[src/rtl/ebms_consts.svh]
// constants of the external bus mode sequencer: offsets, field positions,
// reset values and cycle counts; included by the sequencer module
`ifndef EBMS_CONSTS_SVH
`define EBMS_CONSTS_SVH
// apb byte offsets
`define EBMS_OFF_DCFG    8'h00
`define EBMS_OFF_WCFG    8'h04
`define EBMS_OFF_WADR    8'h14
`define EBMS_OFF_CTRL    8'h24
`define EBMS_OFF_STAT    8'h28
// configuration register fields
`define EBMS_B_ACT       10
`define EBMS_B_BSW       9
`define EBMS_B_WIDE      7
`define EBMS_B_MUX       6
`define EBMS_B_RWD       5
// reset values
`define EBMS_DCFG_SINGLE 16'h00c0
// cycle counts
`define EBMS_CMD_CYC     3'd4
`define EBMS_STRAP_CYC   3'd5
`endif

[src/rtl/ebms_pkg.sv]
// types shared by the external bus mode sequencer and its bench
// assumes nothing of its surroundings
package ebms_pkg;
  typedef enum logic [3:0] {
    ST_IDLE = 4'b0001,
    ST_ADDR = 4'b0010,
    ST_HOLD = 4'b0100,
    ST_CMD  = 4'b1000
  } ebms_state_t;

  typedef struct packed {
    logic [23:0] addr;
    logic        write;
    logic        word;
    logic [15:0] wdata;
  } ebms_req_t;
endpackage

[src/rtl/ebms_top.sv]
// external bus mode sequencer: window match, mode select, cycle strobes
// assumes one clock pclk, apb master for registers, cpu holds a request
`timescale 1ns/100ps
`default_nettype none
`include "ebms_consts.svh"
module ebms_top (
  input  wire logic              pclk,
  input  wire logic              presetn,
  input  wire logic              psel,
  input  wire logic              penable,
  input  wire logic              pwrite,
  input  wire logic [7:0]        paddr,
  input  wire logic [31:0]       pwdata,
  output logic      [31:0]       prdata,
  output logic                   pready,
  output logic                   pslverr,
  input  wire logic              req_valid,
  input  wire ebms_pkg::ebms_req_t req,
  output logic                   rsp_valid,
  output logic                   rsp_err,
  output logic      [15:0]       rsp_rdata,
  input  wire logic              irq_entry,
  output logic                   csp_save,
  output logic                   illegal_bus_trap,
  input  wire logic              external_access_pin,
  input  wire logic [15:0]       multiplexed_port_i,
  output logic      [15:0]       multiplexed_port_o,
  output logic      [1:0]        multiplexed_port_oe,
  output logic      [15:0]       address_port_o,
  output logic                   address_port_oe,
  output logic      [5:0]        seg_addr_o,
  output logic      [3:0]        cs_n_o,
  output logic                   ale_o,
  output logic                   rd_n_o,
  output logic                   write_low_strobe_n,
  output logic                   write_high_strobe_n
);
  import ebms_pkg::*;

  // ----------------------------------------------------------------
  // state
  // ----------------------------------------------------------------
  logic [15:0] cfg_q [0:4];
  logic [15:0] wadr_q [0:3];
  logic        seg_dis_q, strap_done_q;
  logic [2:0]  strap_cnt_q;
  logic [1:0]  sls_q, css_q;
  logic [16:0] s1_q, s2_q, s3_q, sync_q;
  ebms_state_t st_q;
  logic [2:0]  cnt_q, len_q, win_q, last_win_q;
  logic [1:0]  ext_q;
  logic [15:0] cur_q, wdata_q, rdat_q;
  logic [23:0] addr_q;
  logic        wr_q, word_q, phase_q, last_bsw_q, have_last_q, prev_demux_q;

  // ----------------------------------------------------------------
  // pin synchronisers and strap fields
  // ----------------------------------------------------------------
  wire [16:0] sync_d = (s2_q & s3_q) | (sync_q & (s2_q ^ s3_q)); // settled value counts this edge
  wire [15:0] din    = sync_d[15:0];
  wire        ea_st  = sync_q[16];

  // three stages; a bit changes once stages two and three agree
  always_ff @(posedge pclk or negedge presetn) begin
    if (!presetn) begin
      s1_q   <= 17'h0;
      s2_q   <= 17'h0;
      s3_q   <= 17'h0;
      sync_q <= 17'h0;
    end else begin
      s1_q   <= {external_access_pin, multiplexed_port_i};
      s2_q   <= s1_q;
      s3_q   <= s2_q;
      sync_q <= sync_d;
    end
  end

  // ----------------------------------------------------------------
  // window match and mode selection
  // ----------------------------------------------------------------
  logic [3:0] hit;
  logic [4:0] dm;
  genvar gi;
  generate
    for (gi = 0; gi < 5; gi++) begin : g_cfg
      assign dm[gi] = cfg_q[gi][`EBMS_B_ACT] & ~cfg_q[gi][`EBMS_B_MUX];
      if (gi < 4) begin : g_win
        wire [11:0] msk = 12'hfff << wadr_q[gi][3:0];
        // window hit: base in bits 15:4, size code 4K << bits 3:0
        assign hit[gi] = cfg_q[gi+1][`EBMS_B_ACT] &
                         (((req.addr[23:12] ^ wadr_q[gi][15:4]) & msk) == 12'h0);
      end
    end
  endgenerate

  // lowest window wins, gaps fall to the default config
  wire [2:0]  win      = hit[0] ? 3'd1 : hit[1] ? 3'd2 : hit[2] ? 3'd3 :
                         hit[3] ? 3'd4 : 3'd0;
  wire [15:0] sel_cfg  = cfg_q[win];
  wire        any_dmx  = |dm;
  wire        take     = (st_q == ST_IDLE) & strap_done_q & req_valid & ~rsp_valid;
  wire        cmd_end  = (st_q == ST_CMD) & (cnt_q == `EBMS_CMD_CYC - 3'd1);
  wire        addr_end = (st_q == ST_ADDR) & (cnt_q == len_q - 3'd1);
  wire        cur_mux  = cur_q[`EBMS_B_MUX];
  wire        cur_wide = cur_q[`EBMS_B_WIDE];
  wire        split    = cmd_end & ~cur_wide & word_q & ~phase_q;
  wire        launch   = (take & sel_cfg[`EBMS_B_ACT]) | split;
  wire        enter_cmd = (addr_end & ~cur_mux) | (st_q == ST_HOLD);
  // extra address cycles: mux after demux, and leaving a switch-wait window
  wire        dly_mux  = sel_cfg[`EBMS_B_MUX] & prev_demux_q;
  wire        dly_sw   = last_bsw_q & have_last_q & (win != last_win_q);
  wire [1:0]  ext_n    = take ? ({1'b0, dly_mux} + {1'b0, dly_sw}) : 2'd0;
  wire [15:0] l_cfg    = take ? sel_cfg : cur_q;
  wire [23:0] l_addr   = take ? req.addr : {addr_q[23:1], 1'b1};
  wire [2:0]  l_len    = 3'd1 + {1'b0, ext_n} +
                         {2'b0, ~l_cfg[`EBMS_B_MUX] & l_cfg[`EBMS_B_RWD]};
  wire [5:0]  seg_msk  = (sls_q == 2'b11) ? 6'h03 : (sls_q == 2'b10) ? 6'h3f :
                         (sls_q == 2'b01) ? 6'h00 : 6'h0f;
  wire [3:0]  cs_msk   = (css_q == 2'b11) ? 4'hf : (css_q == 2'b10) ? 4'h0 :
                         (css_q == 2'b01) ? 4'h3 : 4'h7;
  wire [3:0]  cs_one   = (win < 3'd4) ? (4'h1 << win[1:0]) : 4'h0;
  // read data assembly, low byte first on an 8-bit bus
  wire [15:0] cap_d    = cur_wide ? (word_q ? din :
                         {8'h0, addr_q[0] ? din[15:8] : din[7:0]}) :
                         (phase_q ? {din[7:0], rdat_q[7:0]} : {8'h0, din[7:0]});

  // ----------------------------------------------------------------
  // apb register file
  // ----------------------------------------------------------------
  wire [7:0]  wofs   = paddr - `EBMS_OFF_WADR;
  wire        al     = (paddr[1:0] == 2'b00);
  wire        cfg_h  = al & (paddr < `EBMS_OFF_WADR);
  wire        wadr_h = al & (paddr >= `EBMS_OFF_WADR) & (paddr < `EBMS_OFF_CTRL);
  wire        ctrl_h = (paddr == `EBMS_OFF_CTRL);
  wire        stat_h = (paddr == `EBMS_OFF_STAT);
  wire        mapped = cfg_h | wadr_h | ctrl_h | stat_h;
  wire        apb_wr = psel & penable & pwrite & pready & mapped;
  wire [31:0] stat_v = {23'h0, ea_st, css_q, sls_q, last_win_q, st_q != ST_IDLE};
  wire [31:0] rd_mux = cfg_h  ? {16'h0, cfg_q[paddr[4:2]]} :
                       wadr_h ? {16'h0, wadr_q[wofs[3:2]]} :
                       ctrl_h ? {31'h0, seg_dis_q} : stat_h ? stat_v : 32'h0;

  // register writes and the reset strap load of the default config
  always_ff @(posedge pclk or negedge presetn) begin
    if (!presetn) begin
      for (int i = 0; i < 5; i++) cfg_q[i] <= 16'h0;
      for (int i = 0; i < 4; i++) wadr_q[i] <= 16'h0;
      seg_dis_q    <= 1'b0;
      strap_done_q <= 1'b0;
      strap_cnt_q  <= 3'd0;
      sls_q        <= 2'b00;
      css_q        <= 2'b00;
      prdata       <= 32'h0;
      pslverr      <= 1'b0;
      pready       <= 1'b0;
    end else begin
      pready <= 1'b1;
      if (psel & ~penable) begin
        prdata  <= rd_mux;
        pslverr <= ~mapped;
      end
      if (!strap_done_q) begin
        strap_cnt_q <= strap_cnt_q + 3'd1;
        if (strap_cnt_q == `EBMS_STRAP_CYC - 3'd1) begin
          strap_done_q <= 1'b1;
          sls_q        <= din[10:9];
          css_q        <= din[12:11];
          cfg_q[0]     <= ea_st ? `EBMS_DCFG_SINGLE :
                          ((16'h1 << `EBMS_B_ACT) | {8'h0, din[7:6], 6'h0});
        end
      end else if (apb_wr) begin
        if (cfg_h) cfg_q[paddr[4:2]] <= pwdata[15:0];
        if (wadr_h) wadr_q[wofs[3:2]] <= pwdata[15:0];
        if (ctrl_h) seg_dis_q <= pwdata[0];
      end
    end
  end

  // ----------------------------------------------------------------
  // bus cycle sequencer
  // ----------------------------------------------------------------
  always_ff @(posedge pclk or negedge presetn) begin
    if (!presetn) begin
      st_q <= ST_IDLE;
      {cnt_q, len_q, win_q, last_win_q, ext_q} <= 14'h0;
      {cur_q, wdata_q, rdat_q} <= 48'h0;
      addr_q <= 24'h0;
      {wr_q, word_q, phase_q, last_bsw_q, have_last_q, prev_demux_q} <= 6'h0;
      {rsp_valid, rsp_err, csp_save, illegal_bus_trap} <= 4'h0;
      rsp_rdata <= 16'h0;
      multiplexed_port_o  <= 16'h0;
      multiplexed_port_oe <= 2'b00;
      address_port_o      <= 16'h0;
      address_port_oe     <= 1'b0;
      seg_addr_o          <= 6'h0;
      cs_n_o              <= 4'hf;
      ale_o               <= 1'b0;
      rd_n_o              <= 1'b1;
      write_low_strobe_n  <= 1'b1;
      write_high_strobe_n <= 1'b1;
    end else begin
      rsp_valid        <= 1'b0;
      illegal_bus_trap <= 1'b0;
      csp_save         <= irq_entry & ~seg_dis_q;
      address_port_oe  <= any_dmx;
      seg_addr_o       <= seg_dis_q ? 6'h0 : (addr_q[21:16] & seg_msk);
      // start of a byte or word cycle; config frozen for its length
      if (launch) begin
        st_q           <= ST_ADDR;
        cnt_q          <= 3'd0;
        cur_q          <= l_cfg;
        addr_q         <= l_addr;
        len_q          <= l_len;
        ext_q          <= ext_n;
        address_port_o <= l_addr[15:0];
        ale_o          <= l_cfg[`EBMS_B_MUX];
        multiplexed_port_o  <= l_addr[15:0];
        multiplexed_port_oe <= (l_cfg[`EBMS_B_MUX] & (ext_n == 2'd0)) ? 2'b11 : 2'b00;
        if (take) begin
          {wr_q, word_q, wdata_q} <= {req.write, req.word, req.wdata};
          win_q   <= win;
          phase_q <= 1'b0;
          rdat_q  <= 16'h0;
          cs_n_o  <= ~(cs_one & cs_msk);
        end else begin
          phase_q <= 1'b1;
        end
      end
      // command phase: strobe and drive write data
      if (enter_cmd) begin
        cnt_q  <= 3'd0;
        st_q   <= ST_CMD;
        rd_n_o <= wr_q;
        write_low_strobe_n  <= ~(wr_q & (~cur_wide | word_q | ~addr_q[0]));
        write_high_strobe_n <= ~(wr_q & cur_wide & (word_q | addr_q[0]));
        multiplexed_port_o  <= cur_wide ? (word_q ? wdata_q :
                               {wdata_q[7:0], wdata_q[7:0]}) :
                               {addr_q[15:8], phase_q ? wdata_q[15:8] : wdata_q[7:0]};
        multiplexed_port_oe <= wr_q ? ((cur_wide | cur_mux) ? 2'b11 : 2'b01) :
                               ((~cur_wide & cur_mux) ? 2'b10 : 2'b00);
      end
      // end of command: capture read data while strobe still low
      if (cmd_end) begin
        rd_n_o              <= 1'b1;
        write_low_strobe_n  <= 1'b1;
        write_high_strobe_n <= 1'b1;
        rdat_q              <= cap_d;
        if (!wr_q) multiplexed_port_oe <= 2'b00;
      end
      if (!launch) begin
        case (st_q)
          ST_IDLE: begin
            if (take) begin
              illegal_bus_trap <= 1'b1;
              rsp_valid        <= 1'b1;
              rsp_err          <= 1'b1;
            end
          end
          ST_ADDR: begin
            if (addr_end) begin
              ale_o <= 1'b0;
              if (cur_mux) st_q <= ST_HOLD;
            end else begin
              cnt_q <= cnt_q + 3'd1;
              // delayed address goes out once the extra cycles pass
              if (cur_mux & ({1'b0, ext_q} <= cnt_q + 3'd1))
                multiplexed_port_oe <= 2'b11;
            end
          end
          ST_HOLD: ;
          ST_CMD: begin
            if (cmd_end) begin
              st_q         <= ST_IDLE;
              rsp_valid    <= 1'b1;
              rsp_err      <= 1'b0;
              rsp_rdata    <= cap_d;
              last_win_q   <= win_q;
              last_bsw_q   <= cur_q[`EBMS_B_BSW];
              have_last_q  <= 1'b1;
              prev_demux_q <= ~cur_mux;
            end else begin
              cnt_q <= cnt_q + 3'd1;
            end
          end
          default: st_q <= ST_IDLE;
        endcase
      end
    end
  end
endmodule
`default_nettype wire

[config.mk]
export PLATFORM = sky130hd
export DESIGN_NAME = ebms_top
export DESIGN_NICKNAME = d
export VERILOG_FILES = /design/src/rtl/ebms_pkg.sv /design/src/rtl/ebms_top.sv
export VERILOG_INCLUDE_DIRS = /design/src /design/src/rtl
export SDC_FILE = /design/constraint.sdc
export NUM_CORES = 1
export LEC_CHECK = 0
export BUFFER_PORTS_ARGS = -buffer_cell sky130_fd_sc_hd__buf_2
export CAP_MARGIN = 0
export CORE_ASPECT_RATIO = 0.75
export CORE_MARGIN = 2
export CORE_UTILIZATION = 30
export DETAILED_ROUTE_END_ITERATION = 6
export PLACE_DENSITY = 0.56
export SLEW_MARGIN = 20
export SYNTH_ARGS = -nofsm -noshare
export SYNTH_HDL_FRONTEND = slang
export SYNTH_SLANG_ARGS = --single-unit
[constraint.sdc]
create_clock -name pclk -period 3 [get_ports pclk]
set_input_delay 0 -clock pclk [delete_from_list [all_inputs] [get_ports pclk]]
set_output_delay 0 -clock pclk [all_outputs]
set_load 0.1 [all_outputs]
==> metrics.md <==
| Metric | Value |
|---|---|
| DR pass1 iterations | `5` |
| Max-Cap Viols | `0` |
| Initial core utilization | `30.2%` |
| Clk slew on worst S/H paths | `around 60 ps` |
| Total GRT Usage | `around 18%` |
| Leak pwr | `10.5 nW` |
| Total grt overflow | `0` |
| Post-Synthesis Cell Area | `17,200 µm²` |
| Clock sinks | `366` |
| Worst setup path class | `register to register` |
| Delay-heaviest family, CP | `compound AO/OA/AOI/OAI gates` |
| Post-route cell area | `around 22,000 µm²` |
| Failing checks | `negative setup slack` |
| IO Pins | `209` |
| Gate Count Post-Synth | `roughly 1,500` |
| Avg Inst Size Synth | `11.4 µm²` |
| Dpl hpwl | `37.4 mm` |
| Fin crit share | `107%` |
| Total detailed-routing wirelength | `52.3 mm` |
| First-pass GRT wire length | `80.6 mm` |
| Worst vdd ir | `about 490 µV` |
| Vias in the first global route | `13,400` |
| Die width | `281 µm` |
| Setup Skew | `28.3 ps` |
| DIE AREA | `between 50,000 and 60,000 µm²` |
| Largest net degree at the start of global routing | `86` |
| Synth async-reset ratio | `100%` |
| Vias per cell | `5.01` |
| Status | `finished, violations left` |
| Initial antenna violation count | `3` |
| WP data required | `3450 ps` |
| Slowest cell on the critical path | `a2111oi_4` |
| Post-Place Setup Slack | `-343 ps` |
| Core Area | `57,100 µm²` |
| Synth unique cells | `80` |
| # DRC | `0` |
| Synth area leader | `dfrtp_1` |
| # setup viols final | `4` |
| CP Max Fanout | `3` |
| WL met3 | `3.54 mm` |
| DR top layer | `met5` |
| ANT nets after route | `0` |
| Inst Count DP | `2,460` |
| Root buffer cell | `clkbuf_16` |
| Flip-flop and latch count after synthesis | `between 300 and 400` |
| Final RePlAce weighted congestion | `0.912` |
| Setup ws final | `-201 ps` |
| DP Area | `19,700 µm²` |
| Iter 0 DRT Violations | `902` |
| Std-Cell Rows | `76` |
| Die height | `212 µm` |
| EDFF count, synth | `0` |
| H-tree depth | `2` |
| Share of cells above drive strength 1 | `34.2%` |
| Total power | `16.5 mW` |
| Final hold violations | `0` |
| Final setup TNS | `-716 ps` |
| CTS tree | `yes` |
| Hold Slack | `43.1 ps` |
| Final std cells w/o fill | `about 2,600` |
| DR WL met2 | `22.6 mm` |
| Clk Latency, worst-skew pair | `between 500 and 600 ps` |
| Layout net count | `1,990` |
| Ys flop type | `dfrtp_1` |
| Via Count | `13,200` |
| Critical Path AT | `3650 ps` |
| Max-slew headroom | `50.4%` |
| Pins Over Slew Limit | `0` |
| Number of port buffers | `between 150 and 200` |
| Cells along the critical path | `xnor2_2, nor2_2, a2111oi_4, o211a_1, buf_6, nor3_2, a31oi_2, o31ai_4, a21oi_2, ha_1, nand2_1, ha_2, inv_2, ha_4, mux2_4` |
| Min-Delay Path Class | `primary input to async pin` |
| Mean routed wirelength per cell | `about 20 µm` |
| Met1 Routed Length | `24.9 mm` |
| RSZ-0062 raised after global routing | `yes` |
| CTS max path bufs | `3` |
| Fmax | `312 MHz` |
| Worst Tran Pin Value | `~740 ps` |
| CP Launch Type | `register` |
| Ant diodes | `0` |
| Worst path bufs/invs | `2` |
| Slowest stage delay, CP | `450 ps` |
| CTS buffer count | `40` |
| Most area-consuming cells after synthesis | `dfrtp_1 52%, mux2_2 8.9%, nand2_1 5.0%, mux4_2 3.8%, ha_1 2.5%` |
| Area Growth Syn to Fin | `29.3%` |
| Post-route minimum period | `3200 ps` |
| Final core occ | `39.0%` |
| Yosys top cell area share | `52.0%` |
| Post-synthesis sequential area ratio | `53.2%` |
| Critical Path End Type | `register` |
| Synth warn | `0` |
| Pwr Density | `approximately 740 nW/µm²` |
[cells in the final DEF (no fill, tap or decap), types with 20 or more instances in the layout]
master         count
a21oi_1           68
buf_2            175
buf_4            140
clkbuf_16         42
dfrtp_1          355
dlygate4sd3_1     81
ha_1              32
inv_1             38
mux2_2           135
mux2i_1           22
mux4_2            29
nand2_1          229
nand3_1           27
nor2_1            53
o21ai_0           59
xnor2_1           26
xor2_1            20
[final timing paths]
check	slack, ps	to	startpoint	cells after the start
setup / recovery	-200	len_q[2]$_DFFE_PN0P_	wadr_q[38]$_DFFE_PN0P_	15
hold / removal	40	s1_q[16]$_DFF_PN0_	presetn	2
setup reg to reg	-200	len_q[2]$_DFFE_PN0P_	wadr_q[38]$_DFFE_PN0P_	15
hold reg to reg	350	s2_q[3]$_DFF_PN0_	s1_q[3]$_DFF_PN0_	0
max in group asynchronous	1990	cs_n_o[1]$_DFFE_PN1P_	presetn	3
min in group pclk	60	pslverr$_DFFE_PN0P_	paddr[7]	5
[per-layer routing]
layer,GRT usage [%],vias to the layer above
li1,-,5996
met3,4.09,79
met1,25.8,6701
met2,26.2,371
met4,5.37,4
met5,0,-
[power breakdown]
part           internal, mW  switching [mW]  total (mW)  leakage (nW)
combinational          1.22            3.94        5.16          5.14
sequential             5.57           0.460        6.03          4.69
clock                  3.16            2.12        5.29         0.670
total                  9.96            6.52        16.5          10.5
[worst register-to-register path: stages, from the launching register on]
cell	delay, ps
dfrtp_1	410
xnor2_2	280
nor2_2	80
a2111oi_4	450
o211a_1	280
buf_6	120
nor3_2	40
a31oi_2	240
o31ai_4	110
a21oi_2	130
ha_1	240
nand2_1	90
ha_2	180
inv_2	50
ha_4	140
mux2_4	240
[kinds of logic (layout without fill, tap and decap cells)]
family,Yosys count,after routing,synth area share [%]
compound gates,290,290,11.3
other cells,2,17,0.0436
flops,366,366,53.2
fa+ha+maj,34,34,2.47
buf+inv,161,523,4.60
mux,205,205,15.3
xor+xnor,55,55,2.80
simple gates,392,392,10.3
[what timing repair did]
action / 4_1_cts / 5_1_grt
endpoints found under the hold margin: 320 / 0
setup buffers: 7 / 2
resized for setup: 36 / 22
hold buffers: 81 / 0
pin swaps: 18 / 15
endpoints found under the setup margin: 6 / 10
[layout make-up]
type	instances	area, µm²
repair buffers	410	2980
flip-flops and latches	366	9170
clock inverters	17	244
clock buffers	57	1170
inverters	39	146
multi-input cells	993	7630
fillers	5515	34800
well taps	741	927
[synth_stat cells (5+ instances only)]
cell / instances
mux4_2: 29
dfstp_2: 8
nand3_1: 27
nor3_1: 12
xor2_1: 20
o22ai_1: 19
mux2_4: 7
buf_2: 26
and3_1: 6
nor2b_1: 6
or3_1: 6
nor2_1: 55
o21ai_0: 67
ha_1: 34
a211oi_1: 5
a22oi_1: 12
nand2_1: 230
clkbuf_1: 48
inv_1: 39
buf_4: 35
mux2_1: 11
dfrtp_1: 358
a32oi_1: 10
a21oi_1: 72
a41oi_1: 8
a31oi_1: 12
mux2i_1: 22
xnor2_1: 35
a221oi_1: 15
mux2_2: 136
or2_2: 6
nand2b_1: 8
o2bb2ai_1: 8
buf_1: 8
o2111ai_1: 5
and2_1: 8
a21o_1: 7
o31ai_1: 13
[state kept, by name (all words and copies together), names as in the netlist, 4 cells and up]
signal	cells
seg_addr_o	6
sync_q	17
rdat_q	8
prdata	16
cur_q	4
addr_q	22
multiplexed_port_o	16
s1_q	17
rsp_rdata	16
st_q	4
s2_q	17
cs_n_o	4
cfg_q	80
s3_q	17
wdata_q	16
wadr_q	64
No activity file was read; power rests on OpenSTA's default activity.
